File: src/core/apwt_pkg.sv
package apwt_pkg;
    localparam int ADDR_W = 10;
    localparam int DATA_W = 8;
    localparam int TRIM_W = 6;
    localparam int RATE_W = 16;
    // Byte addresses of the four registers
    localparam logic [ADDR_W-1:0] CTL_ADDR = 10'h2F2;
    localparam logic [ADDR_W-1:0] TRIM_ADDR = 10'h2F3;
    localparam logic [ADDR_W-1:0] RATEH_ADDR = 10'h2F4;
    localparam logic [ADDR_W-1:0] RATEL_ADDR = 10'h2F5;
    // Control field positions
    localparam int SRC_POS = 7;
    localparam int WAVE_POS = 4;
    localparam int EXT_POS = 3;
    localparam int FE_POS = 2;
    localparam int IE_POS = 1;
    localparam int FLAG_POS = 0;
    // Reset values
    localparam logic [DATA_W-1:0] CTL_RST = 8'h00;
    localparam logic [TRIM_W-1:0] TRIM_RST = 6'h00;
    localparam logic [RATE_W-1:0] RATE_RST = 16'h0000;
    // Bus clock period limits in bus cycles
    localparam int BUS_MIN_PERIOD = 2;
    localparam int BUS_MAX_PERIOD = 131072;
    localparam int CYC_W = 18;

    typedef struct packed {
        logic source_select_bit;
        logic [1:0] rsv;
        logic waveform_select_bit;
        logic external_output_enable;
        logic feature_enable_bit;
        logic timeout_irq_enable;
        logic timeout_flag;
    } apwt_ctl_t;

    typedef enum logic [1:0] {
        ST_LOAD = 2'b01,
        ST_RUN = 2'b10
    } apwt_state_t;
endpackage : apwt_pkg

File: src/core/apwt_timer.sv
`timescale 1ns/1ps
`default_nettype none
module apwt_timer
    import apwt_pkg::*;
(
    // Clock and reset
    input wire logic CLK,
    input wire logic RESET_N,
    // Register port
    input wire logic [ADDR_W-1:0] ADDR,
    input wire logic [DATA_W-1:0] WDATA,
    input wire logic WR,
    input wire logic RD,
    output logic [DATA_W-1:0] RDATA,
    // Autonomous oscillator clock pin
    input wire logic ACLK,
    // Nonvolatile trim value
    input wire logic [TRIM_W-1:0] NVM_TRIM,
    // Outputs
    output logic IRQ,
    output logic WAVE_PIN,
    output logic [TRIM_W-1:0] OSC_TRIM
);
    apwt_state_t state_r;
    apwt_ctl_t ctl_r;
    apwt_ctl_t wctl;
    logic [TRIM_W-1:0] trim_r;
    logic [RATE_W-1:0] period_rate_value_r;
    logic [RATE_W-1:0] cnt_r;
    logic half_r;
    logic pulse_r;
    logic sq_r;
    logic aclk_s1_r;
    logic aclk_s2_r;
    logic aclk_d_r;
    logic tick;
    logic timeout;
    logic wr_ctl;
    logic flag_clr;
    logic [DATA_W-1:0] rdata_r;
    logic irq_r;
    logic wave_r;

    assign wctl = apwt_ctl_t'(WDATA);
    assign wr_ctl = WR && (ADDR == CTL_ADDR);
    assign flag_clr = wr_ctl && wctl.timeout_flag;

    // Oscillator pin synchroniser, second stage feeds edge detect
    always_ff @(posedge CLK or negedge RESET_N) begin
        if (!RESET_N) begin
            aclk_s1_r <= 1'b0;
            aclk_s2_r <= 1'b0;
            aclk_d_r <= 1'b0;
        end else begin
            aclk_s1_r <= ACLK;
            aclk_s2_r <= aclk_s1_r;
            aclk_d_r <= aclk_s2_r;
        end
    end

    assign tick = ctl_r.source_select_bit ? 1'b1 : (aclk_s2_r && !aclk_d_r);

    // period end when second half completes
    assign timeout = ctl_r.feature_enable_bit && tick
        && (cnt_r == period_rate_value_r) && half_r;

    // Trim load sequencer; one cycle after release
    always_ff @(posedge CLK or negedge RESET_N) begin
        if (!RESET_N) begin
            state_r <= ST_LOAD;
        end else begin
            case (state_r)
                ST_LOAD: state_r <= ST_RUN;
                ST_RUN: state_r <= ST_RUN;
                default: state_r <= ST_LOAD;
            endcase
        end
    end

    // Trim register, written any time after the load
    always_ff @(posedge CLK or negedge RESET_N) begin
        if (!RESET_N) begin
            trim_r <= TRIM_RST;
        end else if (state_r == ST_LOAD) begin
            trim_r <= NVM_TRIM;
        end else if (WR && (ADDR == TRIM_ADDR)) begin
            trim_r <= WDATA[TRIM_W-1:0];
        end
    end

    // Control register; the flag lives here too so ctl_r has one driver
    always_ff @(posedge CLK or negedge RESET_N) begin
        if (!RESET_N) begin
            ctl_r.source_select_bit <= CTL_RST[SRC_POS];
            ctl_r.rsv <= 2'h0;
            ctl_r.waveform_select_bit <= CTL_RST[WAVE_POS];
            ctl_r.external_output_enable <= CTL_RST[EXT_POS];
            ctl_r.feature_enable_bit <= CTL_RST[FE_POS];
            ctl_r.timeout_irq_enable <= CTL_RST[IE_POS];
            ctl_r.timeout_flag <= CTL_RST[FLAG_POS];
        end else begin
            // write-one clear; a coinciding time-out wins
            ctl_r.timeout_flag <= timeout || (ctl_r.timeout_flag && !flag_clr);
            if (wr_ctl) begin
                // source select locked while running or enabling
                if (!ctl_r.feature_enable_bit && !wctl.feature_enable_bit) begin
                    ctl_r.source_select_bit <= wctl.source_select_bit;
                end
                ctl_r.waveform_select_bit <= wctl.waveform_select_bit;
                ctl_r.external_output_enable <= wctl.external_output_enable;
                ctl_r.feature_enable_bit <= wctl.feature_enable_bit;
                ctl_r.timeout_irq_enable <= wctl.timeout_irq_enable;
            end
        end
    end

    // full 16-bit rate reaches the longest period
    always_ff @(posedge CLK or negedge RESET_N) begin
        if (!RESET_N) begin
            period_rate_value_r <= RATE_RST;
        end else if (WR && !ctl_r.feature_enable_bit) begin
            if (ADDR == RATEH_ADDR) begin
                period_rate_value_r[15:8] <= WDATA;
            end
            if (ADDR == RATEL_ADDR) begin
                period_rate_value_r[7:0] <= WDATA;
            end
        end
    end

    // Half-period counter; two halves make one period
    always_ff @(posedge CLK or negedge RESET_N) begin
        if (!RESET_N) begin
            cnt_r <= RATE_RST;
            half_r <= 1'b0;
        end else if (!ctl_r.feature_enable_bit) begin
            cnt_r <= RATE_RST;
            half_r <= 1'b0;
        end else if (tick) begin
            // rate plus one ticks per half
            if (cnt_r == period_rate_value_r) begin
                cnt_r <= RATE_RST;
                half_r <= !half_r;
            end else begin
                cnt_r <= cnt_r + 16'h0001;
            end
        end
    end

    // Waveform sources; pulse lasts one tick, half the shortest period
    always_ff @(posedge CLK or negedge RESET_N) begin
        if (!RESET_N) begin
            pulse_r <= 1'b0;
            sq_r <= 1'b0;
        end else if (!ctl_r.feature_enable_bit) begin
            pulse_r <= 1'b0;
            sq_r <= 1'b0;
        end else begin
            if (timeout) begin
                pulse_r <= 1'b1;
            end else if (tick) begin
                pulse_r <= 1'b0;
            end
            if (timeout) begin
                sq_r <= !sq_r;
            end
        end
    end

    // Pin and interrupt are registered so outputs come from flops
    always_ff @(posedge CLK or negedge RESET_N) begin
        if (!RESET_N) begin
            wave_r <= 1'b0;
            irq_r <= 1'b0;
        end else begin
            wave_r <= ctl_r.external_output_enable && ctl_r.feature_enable_bit
                && (ctl_r.waveform_select_bit ? sq_r : pulse_r);
            irq_r <= ctl_r.timeout_flag && ctl_r.timeout_irq_enable;
        end
    end

    // Read port; data valid only the cycle after the strobe
    always_ff @(posedge CLK or negedge RESET_N) begin
        if (!RESET_N) begin
            rdata_r <= 8'h00;
        end else if (RD) begin
            case (ADDR)
                CTL_ADDR: rdata_r <= {ctl_r[7], 2'b00, ctl_r[4:0]};
                TRIM_ADDR: rdata_r <= {2'b00, trim_r};
                RATEH_ADDR: rdata_r <= period_rate_value_r[15:8];
                RATEL_ADDR: rdata_r <= period_rate_value_r[7:0];
                default: rdata_r <= 8'h00;
            endcase
        end else begin
            rdata_r <= 8'h00;
        end
    end

    assign RDATA = rdata_r;
    assign IRQ = irq_r;
    assign WAVE_PIN = wave_r;
    // top bit lengthens, lower bits shorten in halving steps
    assign OSC_TRIM = trim_r;

    // Cycle counter for period checks, bus clock only
    logic [CYC_W-1:0] cyc_r;
    always_ff @(posedge CLK or negedge RESET_N) begin
        if (!RESET_N) begin
            cyc_r <= 18'h00000;
        end else if (!ctl_r.feature_enable_bit || timeout) begin
            cyc_r <= 18'h00000;
        end else begin
            cyc_r <= cyc_r + 18'h00001;
        end
    end
endmodule : apwt_timer
`default_nettype wire

File: config.mk
export PLATFORM = sky130hd
export DESIGN_NAME = apwt_timer
export DESIGN_NICKNAME = d
export VERILOG_FILES = /design/src/core/apwt_pkg.sv /design/src/core/apwt_timer.sv
export SDC_FILE = /design/constraint.sdc
export NUM_CORES = 1
export LEC_CHECK = 0
export BUFFER_PORTS_ARGS = -buffer_cell sky130_fd_sc_hd__buf_2
export CAP_MARGIN = 10
export CORE_AREA = 2 2 91 93
export CTS_BUF_LIST = sky130_fd_sc_hd__clkbuf_2
export CTS_CLUSTER_SIZE = 12
export DETAILED_ROUTE_END_ITERATION = 16
export DIE_AREA = 0 0 93 95
export GPL_ROUTABILITY_DRIVEN = 1
export HOLD_SLACK_MARGIN = 0.02
export PLACE_DENSITY_LB_ADDON = 0.08
export SLEW_MARGIN = 20
export SYNTH_ARGS = -nofsm -noshare
export SYNTH_HDL_FRONTEND = slang
export SYNTH_SLANG_ARGS = --single-unit
File: constraint.sdc
create_clock -name CLK -period 2 [get_ports CLK]
set_input_delay 0.3 -clock CLK [delete_from_list [all_inputs] [get_ports CLK]]
set_output_delay 0.3 -clock CLK [all_outputs]
set_load 0.01 [all_outputs]
* Word-level counts from Yosys, hierarchy flattened
Index checks and enable logic that the tools add are counted.
** Word-level totals
- Register bits :: 62
- Logic and storage cells :: 76
- Output and inout bits :: 16
- Bits of input ports :: 29
** Operators by class
- Mux-type cells :: 18
- Equal/unequal tests :: 11
- $add $sub $neg :: 1
- Reduce and logical (&&, ||, !) cells :: 26
** Operators by type and width (count)
- $mux W16 :: 3
- $eq A10 B10 Y1 const B :: 4
- $pmux W8 S4 :: 1
- $add A16 B1 Y16 const B :: 1
- $eq A16 B16 Y1 :: 1
- $logic_and A1 B1 Y1 :: 13
- $mux W6 :: 2
- $mux W1 :: 10
- $mux W8 :: 1
- $reduce_and A2 Y1 :: 4
- $logic_not A1 Y1 :: 6
- $ne A2 B1 Y1 const B :: 3
- $ne A3 B1 Y1 const B :: 1
- $eq A2 B1 Y1 const B :: 1
- $eq A2 B2 Y1 const B :: 1
- $mux W2 :: 1
- $reduce_bool A2 Y1 :: 1
- $reduce_or A2 Y1 :: 1
- $logic_or A1 B1 Y1 :: 1

* Logic depth before layout (Yosys ltp)
Gate-level depths: netlist of run 1.
- Word-level depth :: 8
- Mapped depth :: 7
- Depth with buffers taken out :: 6

* Worst setup path after synthesis of run 1
No wires, ideal clock.
- Path kind :: register -> register
- Start point :: register cnt_r[3]
- End point :: register sq_r
- Stages on the path, launching flop included :: 7
- Path slack :: 0.120 ns
- Clock period less this slack :: 1.880 ns
- Arrival :: 1.802 ns
- Path buffers :: 1
- Library setup time :: 0.078 ns
- Path through :: dfrtp_1 > buf_2 > xor2_1 > nor4_1 > nand4_1 > or4b_2 > a21oi_1
** Between the ends
- Longest elaborated chain between the ends :: 4
** RTL lines
- start: declaration :: line apwt_timer.sv:29 : logic [RATE_W-1:0] cnt_r;
- start signal: assignment :: line apwt_timer.sv:145 : cnt_r <= cnt_r + 16'h0001;
- $eq A16 B16 Y1 :: line apwt_timer.sv:65 : && (cnt_r == period_rate_value_r) && half_r;
- $logic_and A1 B1 Y1 (2 in series) :: line apwt_timer.sv:65
- $ne A2 B1 Y1 (no source line)
- end signal: assignment :: line apwt_timer.sv:165 : sq_r <= !sq_r;
- end: declaration :: line apwt_timer.sv:32 : logic sq_r;
No other way between the ends.
A chain may end at the register's enable or synchronous reset.

* Final worst setup path of run 1
- Start point :: register cnt_r[14]
- End point :: register half_r
** Between the ends
- Longest elaborated chain between the ends :: 3
** RTL lines
- $eq A16 B16 Y1 :: line apwt_timer.sv:141 : if (cnt_r == period_rate_value_r) begin
- $ne A2 B1 Y1 (no source line)
- $reduce_and A2 Y1 (no source line)
- end signal: assignment :: line apwt_timer.sv:143 : half_r <= !half_r;
- end: declaration :: line apwt_timer.sv:30 : logic half_r;
No other way between the ends.

==> results of run 1 <==
-- layout make-up --
type,count,area [sq um]
Clock inverter,7,75.1
Inverter,6,22.5
Timing Repair Buffer,87,591
Multi-Input combinational cell,198,1420
Sequential cell,62,1550
Fill cell,768,4090
Clock buffer,9,45.0
Tap cell,105,131
-- timing repair --
item	in CTS	in global routing
setup endpoints to repair	1	12
pin swaps	1	2
hold endpoints to repair	72	0
hold buffers	10	0
resized for setup	1	6
buffers inserted	2	1
cloned	0	1
-- routing by layer --
layer | share of wire (%) | global-route usage [%] | up-vias
li1 | - | - | 1159
met1 | 49 | 26.0 | 1165
met2 | 45 | 27.8 | 42
met3 | 3.1 | 3.11 | 13
met4 | 2.0 | 8.33 | 0
met5 | 0 | 0 | -
-- stage by stage --
| stage | power, mW | instance area [sq um] | instances | hold slack (ps) | worst slack, ps |
|---|---|---|---|---|---|
| after floorplan | 1.53 | 3040 | 277 | 4.41 | 120 |
| after global placement | 1.73 | 3570 | 444 | 333 | 72.0 |
| after detailed placement | 1.73 | 3570 | 444 | 344 | 58.5 |
| after CTS | 2.54 | 3810 | 472 | 25.2 | 0.172 |
| after global routing | 2.66 | 3840 | 474 | 25.3 | 11.1 |
| final | 2.51 | 3840 | 474 | 77.5 | 83.4 |
-- kinds of logic after synthesis --
kind of cell / count (synthesis) / share of synthesized area, %
AOI/OAI and AO/OA: 42 / 9.27
and+or+nand+nor: 94 / 16.7
xor gates and xnor gates: 27 / 7.78
adders and majority gates: 2 / 0.824
buffers and inverters: 17 / 2.68
muxes: 33 / 11.7
DFF: 62 / 51.1
-- power groups by stage --
stage | registers, mW | logic [mW] | clock network [mW]
global route | 1.36 | 0.427 | 0.876
global placement | 1.37 | 0.356 | 0
finish | 1.35 | 0.378 | 0.788
floorplan | 1.38 | 0.157 | 0
detailed placement | 1.37 | 0.362 | 0
CTS | 1.35 | 0.377 | 0.818
-- registers in the layout (all words and copies together), names as in the netlist, 2 cells and up --
register and cells:
ctl_r 6, period_rate_value_r 16, RDATA 8, OSC_TRIM 6, state_r 2, cnt_r 16
-- final timing paths --
path | start | endpoint | slack [ps] | cells past startpoint
min in group asynchronous | RESET_N | OSC_TRIM[5] | 300 | 3
min reg2reg | aclk_s1_r | aclk_s2_r | 380 | 0
max | cnt_r[14] | half_r | 80 | 6
min | WDATA[5] | period_rate_value_r[5] | 80 | 3
max in group asynchronous | RESET_N | state_r[0] | 1380 | 3
max reg2reg | cnt_r[14] | half_r | 80 | 6
-- cells in the final DEF (no fill, tap or decap), types with 3 or more instances in the layout --
cell           netlist  final
o21ai_0             14     13
o22a_2               3      3
inv_1                6      6
dlygate4sd3_1        0     10
mux2i_1             14     14
xnor2_1              4      4
clkinvlp_4           0      3
dfrtp_1             61     60
nand4_1              5      5
buf_4                0     30
xor2_1              23     23
a211oi_1             3      3
nor4_1               4      3
nor2_1              28     28
clkbuf_2             0      9
nor3_1               3      3
a31oi_1              3      3
a22oi_1              4      4
buf_2                2     45
mux2_2              19     19
a21oi_1              5      4
nand2_1             24     24
nand3_1             10     10
-- worst max-delay path: stages (launching register included) --
cell     delay [ps]
dfrtp_1         460
xor2_1          190
nor4_1          300
nand4_1         170
buf_4           210
or3_1           350
a21oi_1         150
==> flow_summary.ini, run 1 <==
[sta]
tightest_slew_ps = 576
fin_crit_ps = 1920
setup_tns_ps = 0
fin_crit_sh_pct = 95.8
finalMaxSlewViolations = 0
finClkSkew_ps = 20.9
rsz0062_at_grt = no
setup_viol = 0
slew_headroom_pct = 60.6
finalHoldViolations = 0
fmax_ghz = 0.522

[routing]
wirelength_mm = 7.48
wl_per_cell_microns = 15.8
final_antenna_net_count = 0
viasPerCell = 5.02
dr.pass1.iters = 4
drc = 0
drt_iter0_markers = 108
vias = 2379

[pwr]
ir_drop_v = 0.000315
intPower_mw = 1.77
power.leakage_nw = 1.86
p_comb_share_pct = 15.1
powerDensity_mw_per_mm2 = 654
p_sw_mw = 0.741
sw_frac_of_total_pct = 29.5
seqPwrFrac_pct = 53.6
clkPwrFrac_pct = 31.3

[worst_setup_path]
critPathLaunchType = flop
required_ps = 2420
crit_type = flop to flop
cp-end-kind = flop
cp.arrival_ps = 2330
cp_max_fo = 12

[synthesis]
synth-seq-cells = 62
yosysUniqueCellTypes = 48
ys.flop_type = dfrtp_1
synth_edf_count = 0
synth.avg_cell_area_sq_um = 11.0
synth_common_cells = 61 x dfrtp_1, 28 x nor2_1, 24 x nand2_1, 23 x xor2_1, 19 x mux2_2
postSynthCellCount = 277
synth.most_common_cell = dfrtp_1
synth_area_leaders = dfrtp_1 50%, mux2_2 7.0%, xor2_1 6.6%, mux2i_1 4.6%, nor2_1 3.5%
netlist_area_sq_mm = 0.00304
yosysSeqAreaShare_pct = 51.1
synth_top_area_share_pct = 50.2
synth_nets = 308
ys_warn_count = 0
ys_async_sr_fraction_pct = 100
yosysTopAreaCell = dfrtp_1

[outcome]
status = finished clean

[clocking]
cts_inserted_buffers = 9
clock_sinks = 62
htree_levels = 3
clockBufferDepth = 2
clkLatencyLatePin_ps = 490
root_buffer = clkbuf_2
cts_tree = yes
clkTransAtPathRegs_ps = 200

[die]
dieHeight_microns = 95
rows = 33
ioPinCount = 45
die_w_microns = 93
core_area_sq_mm = 0.00793
start_util_pct = 38.3
fp.dieArea_sq_mm = 0.00884

[finish]
num_antenna_cells = 0
drive_above_1_share_pct = 35.0
areaGrowthSynthToFinish_pct = 26.4
post-route-util_pct = 48.4
nets = 395

[place]
dp_hpwl_mm = 5.29
portBuffers = 44
gp_congestion = 0.814

[global_routing]
grt_usage_pct = 18.4
first_global_vias = 2306
overflow = 0
grt_max_degree = 63
antenna_found_initial = 0
grt_pass1_wl_mm = 12.1

[job]
cap_viol_max_count = 0

[hold_path]
hp-class = input pin to flop
No activity file was read; power rests on OpenSTA's default activity.
==> inputs of run 2 (changes only) <==
--- a/config.mk
+++ b/config.mk
@@ -14,7 +14,6 @@
 export DIE_AREA = 0 0 93 95
 export GPL_ROUTABILITY_DRIVEN = 1
 export HOLD_SLACK_MARGIN = 0.02
-export PLACE_DENSITY_LB_ADDON = 0.08
 export SLEW_MARGIN = 20
 export SYNTH_ARGS = -nofsm -noshare
 export SYNTH_HDL_FRONTEND = slang
==> flow_summary.ini, run 2 (synthesized netlist as in run 1, its figures left out) <==
[sta]
setup_ws_ps = 102
fmax_ghz = 0.527
slew_headroom_pct = 67.6
setup_viol = 0
finalHoldViolations = 0
fin_crit_ps = 1900
fin_crit_sh_pct = 94.9
setup_tns_ps = 0
rsz0062_at_grt = no
finalMaxSlewViolations = 0
fin_hold_ws_ps = 67.1
tightest_slew_ps = 474
finClkSkew_ps = 41.5

[place]
gp_congestion = 0.855
dp_hpwl_mm = 5.14
place_ws_ps = 60.5
portBuffers = 44

[global_routing]
grt_usage_pct = 17.8
first_global_vias = 2367
grt_pass1_wl_mm = 11.8
overflow = 0
antenna_found_initial = 0
grt_max_degree = 63

[clocking]
clkLatencyLatePin_ps = 520
clkTransAtPathRegs_ps = 210
clockBufferDepth = 2
cts_tree = yes
cts_inserted_buffers = 9
root_buffer = clkbuf_2
postCtsSetupBuffers = 0
clock_sinks = 62
htree_levels = 3

[routing]
drc = 0
final_antenna_net_count = 0
wirelength_mm = 7.15
viasPerCell = 5.04
wl_per_cell_microns = 15.2
drt_iter0_markers = 170
dr.pass1.iters = 4
vias = 2372

[worst_setup_path]
r2r_start = period_rate_value_r[7]
cpPeakStageDelay_ps = 460
r2r-end = half_r
cp-end-kind = flop
required_ps = 2420
critPathLaunchType = flop
reg2reg_slack_ps = 100
worstRegToRegCells = 6
crit_chain = xor2_1, nor4_1, nand4_1, buf_4, or3_1, a21oi_1
cp.arrival_ps = 2320
slowest_stage = dfrtp_1
cp_max_fo = 12
crit_type = flop to flop

[finish]
nets = 392
areaGrowthSynthToFinish_pct = 24.7
post-route-util_pct = 47.8
num_antenna_cells = 0
mostFrequentLayoutCells = 61 x dfrtp_1, 44 x buf_2, 28 x nor2_1, 28 x buf_4, 24 x nand2_1
n_fill_cell = 760
final_common_cell = dfrtp_1
drive_above_1_share_pct = 32.8

[outcome]
status = finished clean

[hold_path]
hold-path-endpoint = period_rate_value_r[12]
hp-start = WDATA[4]
worstHoldPathCells = 2
hp-class = input pin to flop

[die]
ioPinCount = 45
die_w_microns = 93
start_util_pct = 38.3
rows = 33
dieHeight_microns = 95
core_area_sq_mm = 0.00793
fp.dieArea_sq_mm = 0.00884

[job]
cap_viol_max_count = 0

[pwr]
power.leakage_nw = 1.84
ir_drop_v = 0.000319
power_mw = 2.48
powerDensity_mw_per_mm2 = 655
-- run 2: cell type report --
class | count | area, sq um | share of cell area [%]
Timing Repair Buffer | 84 | 561 | 14.8
Multi-Input combinational cell | 198 | 1410 | 37.2
Inverter | 6 | 22.5 | 0.594
Clock buffer | 10 | 50.0 | 1.32
Sequential cell | 62 | 1550 | 41.0
Clock inverter | 6 | 63.8 | 1.68
Tap cell | 105 | 131 | 3.47
-- run 2: where the power goes --
group | switching [mW] | internal, mW
sequential | 0.0482 | 1.30
combinational | 0.187 | 0.175
clock | 0.479 | 0.287
total | 0.714 | 1.77
-- run 2: worst max-delay path: cells and delay by family, from the launching register on --
kind / cells / cell delay [ps]
AND/OR/NAND/NOR: 3 / 850
flip-flops: 1 / 460
buffers and inverters: 1 / 220
AO/OA/AOI/OAI: 1 / 140
XOR/XNOR: 1 / 150
-- run 2: per-layer routing --
metal	vias to the layer above	track usage, %	wire length [microns]
li1	1151	-	-
met1	1177	24.8	3480
met2	34	27.7	3340
met3	10	3.11	200
met4	0	7.35	134
met5	-	0	0
-- run 2: metrics by stage --
step	instances	area [sq um]
after floorplan	277	3040
after global routing	471	3790
after detailed placement	444	3560
after global placement	444	3560
after CTS	471	3780
final	471	3790
-- run 2: timing repair --
| action | 4_1_cts | 5_1_grt |
|---|---|---|
| setup endpoints to repair | 0 | 1 |
| gates resized for setup | 0 | 1 |
| hold buffers | 11 | 0 |
| hold endpoints to repair | 72 | 0 |
-- run 2: how the worst max path moves through the flow --
stage	from	end	slack [ps]	depth (start not counted)
finish	period_rate_value_r[7]	half_r	100	6
global route	period_rate_value_r[13]	cnt_r[10]	10	7
CTS	period_rate_value_r[12]	sq_r	20	5
detailed placement	ADDR[3]	ctl_r[4]	60	5
global placement	ADDR[3]	period_rate_value_r[3]	80	5
floorplan	cnt_r[3]	sq_r	120	6
